$ cat src/mmdec_pkg.sv
/*
 * mmdec_pkg: constants for the 1 Mbyte memory map decoder.
 * assumes: 20-bit byte addresses from the cpu core, one system clock.
 */
package mmdec_pkg;
    localparam int unsigned ADDR_W = 20;

    typedef enum logic [1:0] {
        MMDEC_VAR_SMALL,
        MMDEC_VAR_MID,
        MMDEC_VAR_LARGE
    } mmdec_variant_t;

    typedef enum logic [1:0] {
        MMDEC_TGT_NONE,
        MMDEC_TGT_ROM,
        MMDEC_TGT_DATA,
        MMDEC_TGT_EXT
    } mmdec_target_t;

    // ****************************************
    // map base codes carried by the base select instruction
    // ****************************************
    localparam logic [3:0] BASE_LOW = 4'h0;
    localparam logic [3:0] BASE_TOP = 4'hf;

    // ****************************************
    // data area starts, low base then top base
    // ****************************************
    localparam logic [19:0] DATA_LO_SMALL = 20'h0_f100;
    localparam logic [19:0] DATA_LO_MID   = 20'h0_eb00;
    localparam logic [19:0] DATA_LO_LARGE = 20'h0_df00;
    localparam logic [19:0] DATA_LO_END   = 20'h0_ffff;
    localparam logic [19:0] DATA_HI_SMALL = 20'hf_f100;
    localparam logic [19:0] DATA_HI_MID   = 20'hf_eb00;
    localparam logic [19:0] DATA_HI_LARGE = 20'hf_df00;
    localparam logic [19:0] DATA_HI_END   = 20'hf_ffff;

    // ****************************************
    // last internal rom address per variant
    // ****************************************
    localparam logic [19:0] ROM_END_SMALL = 20'h1_7fff;
    localparam logic [19:0] ROM_END_BIG   = 20'h1_ffff;

    // reset entry window in the low base area
    localparam logic [19:0] VEC_END = 20'h0_00ff;
endpackage

$ cat src/mmdec_range.sv
/*
 * mmdec_range: classifies one address against the current map.
 * assumes: variant and base are stable while addresses are decoded.
 */
`timescale 1ns/1ps
`default_nettype none
module mmdec_range (
    // map selection
    input  wire logic [1:0]  variant,
    input  wire logic        base_top,
    input  wire logic        ext_mode,
    // address in, class out
    input  wire logic [19:0] addr,
    output logic [1:0]       target
);
    logic [19:0] data_start;
    logic [19:0] data_end;
    logic [19:0] rom_end;
    logic        in_data;
    logic        in_rom;

    always_comb begin
        case (variant)
            mmdec_pkg::MMDEC_VAR_SMALL: data_start = base_top ? mmdec_pkg::DATA_HI_SMALL : mmdec_pkg::DATA_LO_SMALL;
            mmdec_pkg::MMDEC_VAR_MID:   data_start = base_top ? mmdec_pkg::DATA_HI_MID : mmdec_pkg::DATA_LO_MID;
            default:                    data_start = base_top ? mmdec_pkg::DATA_HI_LARGE : mmdec_pkg::DATA_LO_LARGE;
        endcase
    end
    assign data_end = base_top ? mmdec_pkg::DATA_HI_END : mmdec_pkg::DATA_LO_END;
    assign rom_end  = (variant == mmdec_pkg::MMDEC_VAR_SMALL) ? mmdec_pkg::ROM_END_SMALL
                                                              : mmdec_pkg::ROM_END_BIG;
    // data area wins over the rom lying underneath it
    assign in_data  = (addr >= data_start) && (addr <= data_end);
    assign in_rom   = (addr <= rom_end) && !in_data;
    assign target   = in_data ? mmdec_pkg::MMDEC_TGT_DATA :
                      in_rom  ? mmdec_pkg::MMDEC_TGT_ROM  :
                      ext_mode ? mmdec_pkg::MMDEC_TGT_EXT : mmdec_pkg::MMDEC_TGT_NONE;
endmodule
`default_nettype wire

$ cat src/mmdec_top.sv
/*
 * mmdec_top: memory map decoder, registered region selects.
 * assumes: cpu core on clk_sys issues the base select instruction once
 * after reset; ext_mode is a same-domain level from the mode logic.
 */
`timescale 1ns/1ps
`default_nettype none
module mmdec_top #(
    parameter logic [1:0] VARIANT = mmdec_pkg::MMDEC_VAR_LARGE
) (
    // clock and reset
    input  wire logic        clk_sys,
    input  wire logic        sys_rst,
    // base select instruction from the core
    input  wire logic        map_base_select_instruction,
    input  wire logic [3:0]  map_base_code,
    // access request
    input  wire logic        acc_valid,
    input  wire logic        acc_reset_fetch,
    input  wire logic [19:0] acc_addr,
    input  wire logic        ext_mode,
    // region selects, one cycle after the request
    output logic             sel_rom,
    output logic             sel_data,
    output logic             sel_ext,
    output logic             sel_none,
    output logic [19:0]      sel_addr,
    // map state
    output logic             base_locked,
    output logic             base_top,
    output logic             reselect_err
);
    // ****************************************
    // base latch
    // ****************************************
    logic       next_locked;
    logic       next_top;
    logic       take_sel;
    logic [1:0] target;
    logic [1:0] eff_target;
    logic       vec_ok;

    assign take_sel    = map_base_select_instruction && !base_locked;
    assign next_locked = base_locked || map_base_select_instruction;
    // any code other than the top one keeps the low base
    assign next_top    = take_sel ? (map_base_code == mmdec_pkg::BASE_TOP) : base_top;

    always_ff @(posedge clk_sys) begin
        if (sys_rst) begin
            base_locked  <= 1'b0;
            base_top     <= 1'b0;
            reselect_err <= 1'b0;
        end else begin
            base_locked  <= next_locked;
            base_top     <= next_top;
            // sticky flag for a second select, which is otherwise ignored
            reselect_err <= reselect_err || (map_base_select_instruction && base_locked);
        end
    end

    // ****************************************
    // decode
    // ****************************************
    mmdec_range u_range (
        .variant  (VARIANT),
        .base_top (base_top),
        .ext_mode (ext_mode),
        .addr     (acc_addr),
        .target   (target)
    );

    // reset fetch is forced to rom inside the entry window and to none above it, so ram is never used
    assign vec_ok     = acc_addr <= mmdec_pkg::VEC_END;
    assign eff_target = (acc_reset_fetch && !vec_ok) ? mmdec_pkg::MMDEC_TGT_NONE :
                        acc_reset_fetch ? mmdec_pkg::MMDEC_TGT_ROM : target;

    always_ff @(posedge clk_sys) begin
        if (sys_rst) begin
            sel_rom  <= 1'b0;
            sel_data <= 1'b0;
            sel_ext  <= 1'b0;
            sel_none <= 1'b0;
            sel_addr <= 20'h0_0000;
        end else begin
            sel_rom  <= acc_valid && (eff_target == mmdec_pkg::MMDEC_TGT_ROM);
            sel_data <= acc_valid && (eff_target == mmdec_pkg::MMDEC_TGT_DATA);
            sel_ext  <= acc_valid && (eff_target == mmdec_pkg::MMDEC_TGT_EXT);
            sel_none <= acc_valid && (eff_target == mmdec_pkg::MMDEC_TGT_NONE);
            sel_addr <= acc_addr;
        end
    end

    // ****************************************
    // checks
    // ****************************************
    // ****************************************
    // map figures for the checks
    // ****************************************
    // taken per variant from the package, not from the range decoder,
    // so a slip inside the decoder cannot hide behind its own numbers
    logic [19:0] low_start;
    logic [19:0] top_start;
    logic [19:0] rom_last;

    assign low_start = (VARIANT == mmdec_pkg::MMDEC_VAR_SMALL) ? mmdec_pkg::DATA_LO_SMALL :
                       (VARIANT == mmdec_pkg::MMDEC_VAR_MID)   ? mmdec_pkg::DATA_LO_MID   :
                                                                 mmdec_pkg::DATA_LO_LARGE;
    assign top_start = (VARIANT == mmdec_pkg::MMDEC_VAR_SMALL) ? mmdec_pkg::DATA_HI_SMALL :
                       (VARIANT == mmdec_pkg::MMDEC_VAR_MID)   ? mmdec_pkg::DATA_HI_MID   :
                                                                 mmdec_pkg::DATA_HI_LARGE;
    assign rom_last  = (VARIANT == mmdec_pkg::MMDEC_VAR_SMALL) ? mmdec_pkg::ROM_END_SMALL
                                                               : mmdec_pkg::ROM_END_BIG;
endmodule
`default_nettype wire

$ cat config.mk
export PLATFORM = sky130hd
export DESIGN_NAME = mmdec_top
export DESIGN_NICKNAME = d
export VERILOG_FILES = /design/src/mmdec_pkg.sv /design/src/mmdec_range.sv /design/src/mmdec_top.sv
export SDC_FILE = /design/constraint.sdc
export NUM_CORES = 1
export LEC_CHECK = 0
export BUFFER_PORTS_ARGS = -buffer_cell sky130_fd_sc_hd__buf_2
export CAP_MARGIN = 20
export CORE_UTILIZATION = 45
export CTS_CLUSTER_DIAMETER = 100
export DETAILED_ROUTE_END_ITERATION = 10
export PLACE_DENSITY = 0.79
export SYNTH_ARGS = -nofsm -noshare
export SYNTH_HDL_FRONTEND = slang
export SYNTH_HIERARCHICAL = 1
export SYNTH_SLANG_ARGS = --single-unit
$ cat constraint.sdc
create_clock -name clk_sys -period 3.65 [get_ports clk_sys]
set_input_delay 0.73 -clock clk_sys [delete_from_list [all_inputs] [get_ports clk_sys]]
set_output_delay 0.73 -clock clk_sys [all_outputs]
set_load 0.05 [all_outputs]
==> flow_results.xml <==
<?xml version="1.0" encoding="UTF-8"?>
<metrics>
  <group name="pwr">
    <metric name="combinationalPowerShare" unit="%">23.8</metric>
    <metric name="power.density" unit="nW/um^2">381</metric>
    <metric name="vdd.ir_drop.worst" unit="mV">0.215</metric>
    <metric name="switchingPower" unit="mW">0.180</metric>
    <metric name="design_power_total" unit="mW">0.574</metric>
    <metric name="power.share.sequential" unit="%">54.6</metric>
    <metric name="internal_power" unit="mW">0.394</metric>
    <metric name="power_switching_share" unit="%">31.3</metric>
    <metric name="cellLeakagePower" unit="nW">0.739</metric>
    <metric name="clkPwrFrac" unit="%">21.6</metric>
  </group>
  <group name="hold_path">
    <metric name="min-delay-path-class" unit="">reg2reg</metric>
    <metric name="hold_start" unit="">reselect_err$_SDFF_PP0_</metric>
  </group>
  <group name="setup_path">
    <metric name="r2r_slack" unit="ps">1630</metric>
    <metric name="critical_path_arrival" unit="ps">2290</metric>
    <metric name="worstReg2RegStart" unit="">base_top$_SDFFE_PP0P_</metric>
    <metric name="end_kind" unit="">flop</metric>
    <metric name="worstSetupEndpoint" unit="">sel_none$_SDFF_PP0_</metric>
    <metric name="reg2reg_depth" unit="">9</metric>
    <metric name="critical_path.max_fanout" unit="">4</metric>
    <metric name="worst_setup_path_start_kind" unit="">input pin</metric>
    <metric name="crit_path_start" unit="">acc_addr[19]</metric>
    <metric name="required" unit="ps">3870</metric>
    <metric name="worst-setup-path-type" unit="">in2reg</metric>
    <metric name="crit-reg2reg-capture" unit="">sel_none$_SDFF_PP0_</metric>
  </group>
  <group name="clock_tree">
    <metric name="tritoncts_clock_tree" unit="">yes</metric>
    <metric name="quantity_of_hold_fixing_buffers_added_after_cts" unit="">0</metric>
    <metric name="cts.repair.resized" unit="">0</metric>
    <metric name="insertion_delay" unit="ps">310</metric>
    <metric name="cts_root_buf" unit="">sky130_fd_sc_hd__clkbuf_4</metric>
    <metric name="clkSlewWorstSetupHoldPaths" unit="ps">130</metric>
    <metric name="tritoncts.num_buffers" unit="">3</metric>
    <metric name="clock_tree.htree_level_count" unit="">1</metric>
    <metric name="clock_sink_count" unit="">27</metric>
    <metric name="clock_path_buffers" unit="">2</metric>
    <metric name="post_cts.repair.setup_buffers" unit="">0</metric>
  </group>
  <group name="sta">
    <metric name="grt_setup_unrepaired" unit="">no</metric>
    <metric name="finalCriticalPeriod" unit="ps">2070</metric>
    <metric name="final.setup.worst_slack" unit="ps">1580</metric>
    <metric name="finalCritPeriodShare" unit="%">56.8</metric>
    <metric name="clock_skew" unit="ps">2.99</metric>
    <metric name="drv_slew" unit="">0</metric>
    <metric name="finalSetupViolCount" unit="">0</metric>
    <metric name="setup_total_negative_slack" unit="ps">0</metric>
    <metric name="finalHoldViolCount" unit="">0</metric>
    <metric name="fmaxAchievable" unit="GHz">0.482</metric>
  </group>
  <group name="global_routing">
    <metric name="grt_pass1_vias" unit="">969</metric>
    <metric name="gr-usage-all-layers" unit="%">19.6</metric>
    <metric name="gr-total-overflow" unit="">0</metric>
    <metric name="grt_antenna_before_repair" unit="">0</metric>
    <metric name="pin_count_of_the_biggest_net_entering_global_routing" unit="">25</metric>
    <metric name="grt_first_pass_wirelength" unit="um">3950</metric>
  </group>
  <group name="logic_synthesis">
    <metric name="synth_area_leaders" unit="">sky130_fd_sc_hd__dfxtp_1 47%, sky130_fd_sc_hd__nor2b_1 12%, sky130_fd_sc_hd__ha_1 11%, sky130_fd_sc_hd__a21oi_1 3.5%, sky130_fd_sc_hd__nor4_2 3.3%</metric>
    <metric name="yosysWarnings" unit="">6</metric>
    <metric name="synth_cell_type_count" unit="">27</metric>
    <metric name="synth.yosys.seq_area_share" unit="%">46.8</metric>
    <metric name="syn_area" unit="um^2">1150</metric>
    <metric name="synth_top_area_share" unit="%">46.8</metric>
    <metric name="syn_avg_cell_area" unit="um^2">9.70</metric>
    <metric name="netlist.top_cell.by_area" unit="">sky130_fd_sc_hd__dfxtp_1</metric>
    <metric name="synthCells" unit="">119</metric>
    <metric name="synth-seq-cells" unit="">27</metric>
  </group>
  <group name="die">
    <metric name="initial_core_util" unit="%">49.8</metric>
    <metric name="core" unit="um^2">2320</metric>
    <metric name="ios" unit="">57</metric>
    <metric name="rows" unit="">17</metric>
    <metric name="die_height" unit="um">52.7</metric>
    <metric name="overall_die_area" unit="um^2">2770</metric>
    <metric name="die_width" unit="um">52.7</metric>
  </group>
  <group name="placement">
    <metric name="dp_worst_setup_slack" unit="ps">1320</metric>
    <metric name="placed_cell_area" unit="um^2">1480</metric>
    <metric name="placed_cells_incl_taps" unit="">206</metric>
    <metric name="detailedPlacementHpwl" unit="um">2120</metric>
    <metric name="buffer_ports.inserted" unit="">56</metric>
    <metric name="routability_congestion" unit="">0.893</metric>
  </group>
  <group name="routing">
    <metric name="drc" unit="">0</metric>
    <metric name="detail_route.wirelength" unit="um">2570</metric>
    <metric name="via_count" unit="">1064</metric>
    <metric name="drt_first_pass_iters" unit="">4</metric>
    <metric name="final_routed_wire_length_divided_by_cell_count" unit="um">12.2</metric>
    <metric name="route.detailed.vias_per_inst" unit="">5.07</metric>
    <metric name="drtIter0Drc" unit="">16</metric>
    <metric name="postRouteAntennaNets" unit="">0</metric>
  </group>
  <group name="finish">
    <metric name="layout_commonest_cell" unit="">sky130_fd_sc_hd__buf_2</metric>
    <metric name="post_route_cells_drive_above_1_share" unit="%">35.7</metric>
    <metric name="finalNonFillerCells" unit="">210</metric>
    <metric name="mostFrequentLayoutCells" unit="">56 x sky130_fd_sc_hd__buf_2, 27 x sky130_fd_sc_hd__dfxtp_1, 23 x sky130_fd_sc_hd__nor2b_1, 10 x sky130_fd_sc_hd__ha_1</metric>
    <metric name="area_delta_synth_final" unit="%">30.3</metric>
    <metric name="design.final.nets" unit="">223</metric>
    <metric name="antenna-diode-count" unit="">0</metric>
    <metric name="num-fill-cells" unit="">206</metric>
    <metric name="postLayoutCellArea" unit="um^2">1510</metric>
    <metric name="layout.area.seq" unit="um^2">541</metric>
    <metric name="multiInputGateArea" unit="um^2">604</metric>
  </group>
  <group name="job">
    <metric name="max-cap-violations" unit="">0</metric>
  </group>
  <group name="run_status">
    <metric name="status" unit="">finished clean</metric>
  </group>
</metrics>
## cell type report
| class | count | area share, % |
|---|---|---|
| sequential | 27 | 35.9 |
| clock buffer | 4 | 1.75 |
| inverter | 5 | 1.25 |
| multi-input combinational | 90 | 40.1 |
| tap | 28 | 2.33 |
| timing repair buffer | 56 | 18.6 |
## registers in the layout, summed over array words and instances (netlist names)
signal	flops
sel_addr	20
reselect_err	1
sel_data	1
sel_rom	1
sel_none	1
base_locked	1
sel_ext	1
base_top	1
## synth_stat cells
library cell / n
sky130_fd_sc_hd__clkbuf_2: 1
sky130_fd_sc_hd__and4_1: 2
sky130_fd_sc_hd__clkbuf_1: 1
sky130_fd_sc_hd__nand2_1: 5
sky130_fd_sc_hd__ha_1: 10
sky130_fd_sc_hd__nor4_1: 1
sky130_fd_sc_hd__and2_1: 1
sky130_fd_sc_hd__nor3_1: 4
sky130_fd_sc_hd__nor2b_1: 23
sky130_fd_sc_hd__nand4_1: 5
sky130_fd_sc_hd__nor4_2: 3
sky130_fd_sc_hd__nand2b_1: 1
sky130_fd_sc_hd__a21boi_0: 2
sky130_fd_sc_hd__o32a_2: 1
sky130_fd_sc_hd__or3_4: 1
sky130_fd_sc_hd__a311oi_1: 1
sky130_fd_sc_hd__a21oi_1: 8
sky130_fd_sc_hd__dfxtp_1: 27
sky130_fd_sc_hd__conb_1: 2
sky130_fd_sc_hd__o21ai_0: 4
sky130_fd_sc_hd__buf_2: 1
sky130_fd_sc_hd__a21oi_2: 1
sky130_fd_sc_hd__nand3b_1: 1
sky130_fd_sc_hd__inv_1: 5
sky130_fd_sc_hd__nor2_1: 6
sky130_fd_sc_hd__o32ai_1: 1
sky130_fd_sc_hd__nor3b_1: 1
## worst min path at each step
stage | endpoint | cells after the start
finish | reselect_err$_SDFF_PP0_ | 2
global route | reselect_err$_SDFF_PP0_ | 2
CTS | reselect_err$_SDFF_PP0_ | 2
detailed placement | reselect_err$_SDFF_PP0_ | 2
global placement | reselect_err$_SDFF_PP0_ | 2
floorplan | base_locked$_SDFF_PP0_ | 2
## metal layers
layer	track usage (%)	share of wire [%]	wire, um	up-vias
li1	-	-	-	532
met5	0	0	0	-
met4	9.65	1.2	31	0
met2	35.7	51	1320	50
met1	20.5	38	975	478
met3	4.93	9.3	238	4
## power by group through the flow
stage	clock, mW	sequential (mW)	combinational [mW]
floorplan	0	0.373	0.0381
global placement	0	0.320	0.132
detailed placement	0	0.320	0.136
CTS	0.129	0.313	0.136
global route	0.141	0.315	0.148
finish	0.124	0.313	0.137
## critical path, stage by stage
cell                       delay [ps]
sky130_fd_sc_hd__buf_2            130
sky130_fd_sc_hd__ha_1             300
sky130_fd_sc_hd__nand2_1           80
sky130_fd_sc_hd__nor3_1           250
sky130_fd_sc_hd__a21boi_0         180
sky130_fd_sc_hd__o32ai_1          190
sky130_fd_sc_hd__inv_1             80
sky130_fd_sc_hd__o21ai_0          280
sky130_fd_sc_hd__nor3_1            70
## logic make-up (layout without fill, tap and decap cells)
logic type / Yosys count / after routing / synth area share [%]
buffers and inverters: 8 / 65 / 2.82
and+or+nand+nor: 54 / 54 / 29.1
DFF: 27 / 27 / 46.8
adders and majority gates: 10 / 10 / 10.8
other: 2 / 8 / 0.650
AOI/OAI and AO/OA: 18 / 18 / 9.75
## through the flow
| stage | hold WS [ps] | utilization, % |
|---|---|---|
| after floorplan | 715 | - |
| after global placement | 447 | 63.8 |
| after detailed placement | 457 | 63.8 |
| after CTS | 488 | 64.9 |
| after global routing | 510 | 64.9 |
| final | 482 | 64.9 |
No activity file was read; power rests on OpenSTA's default activity.
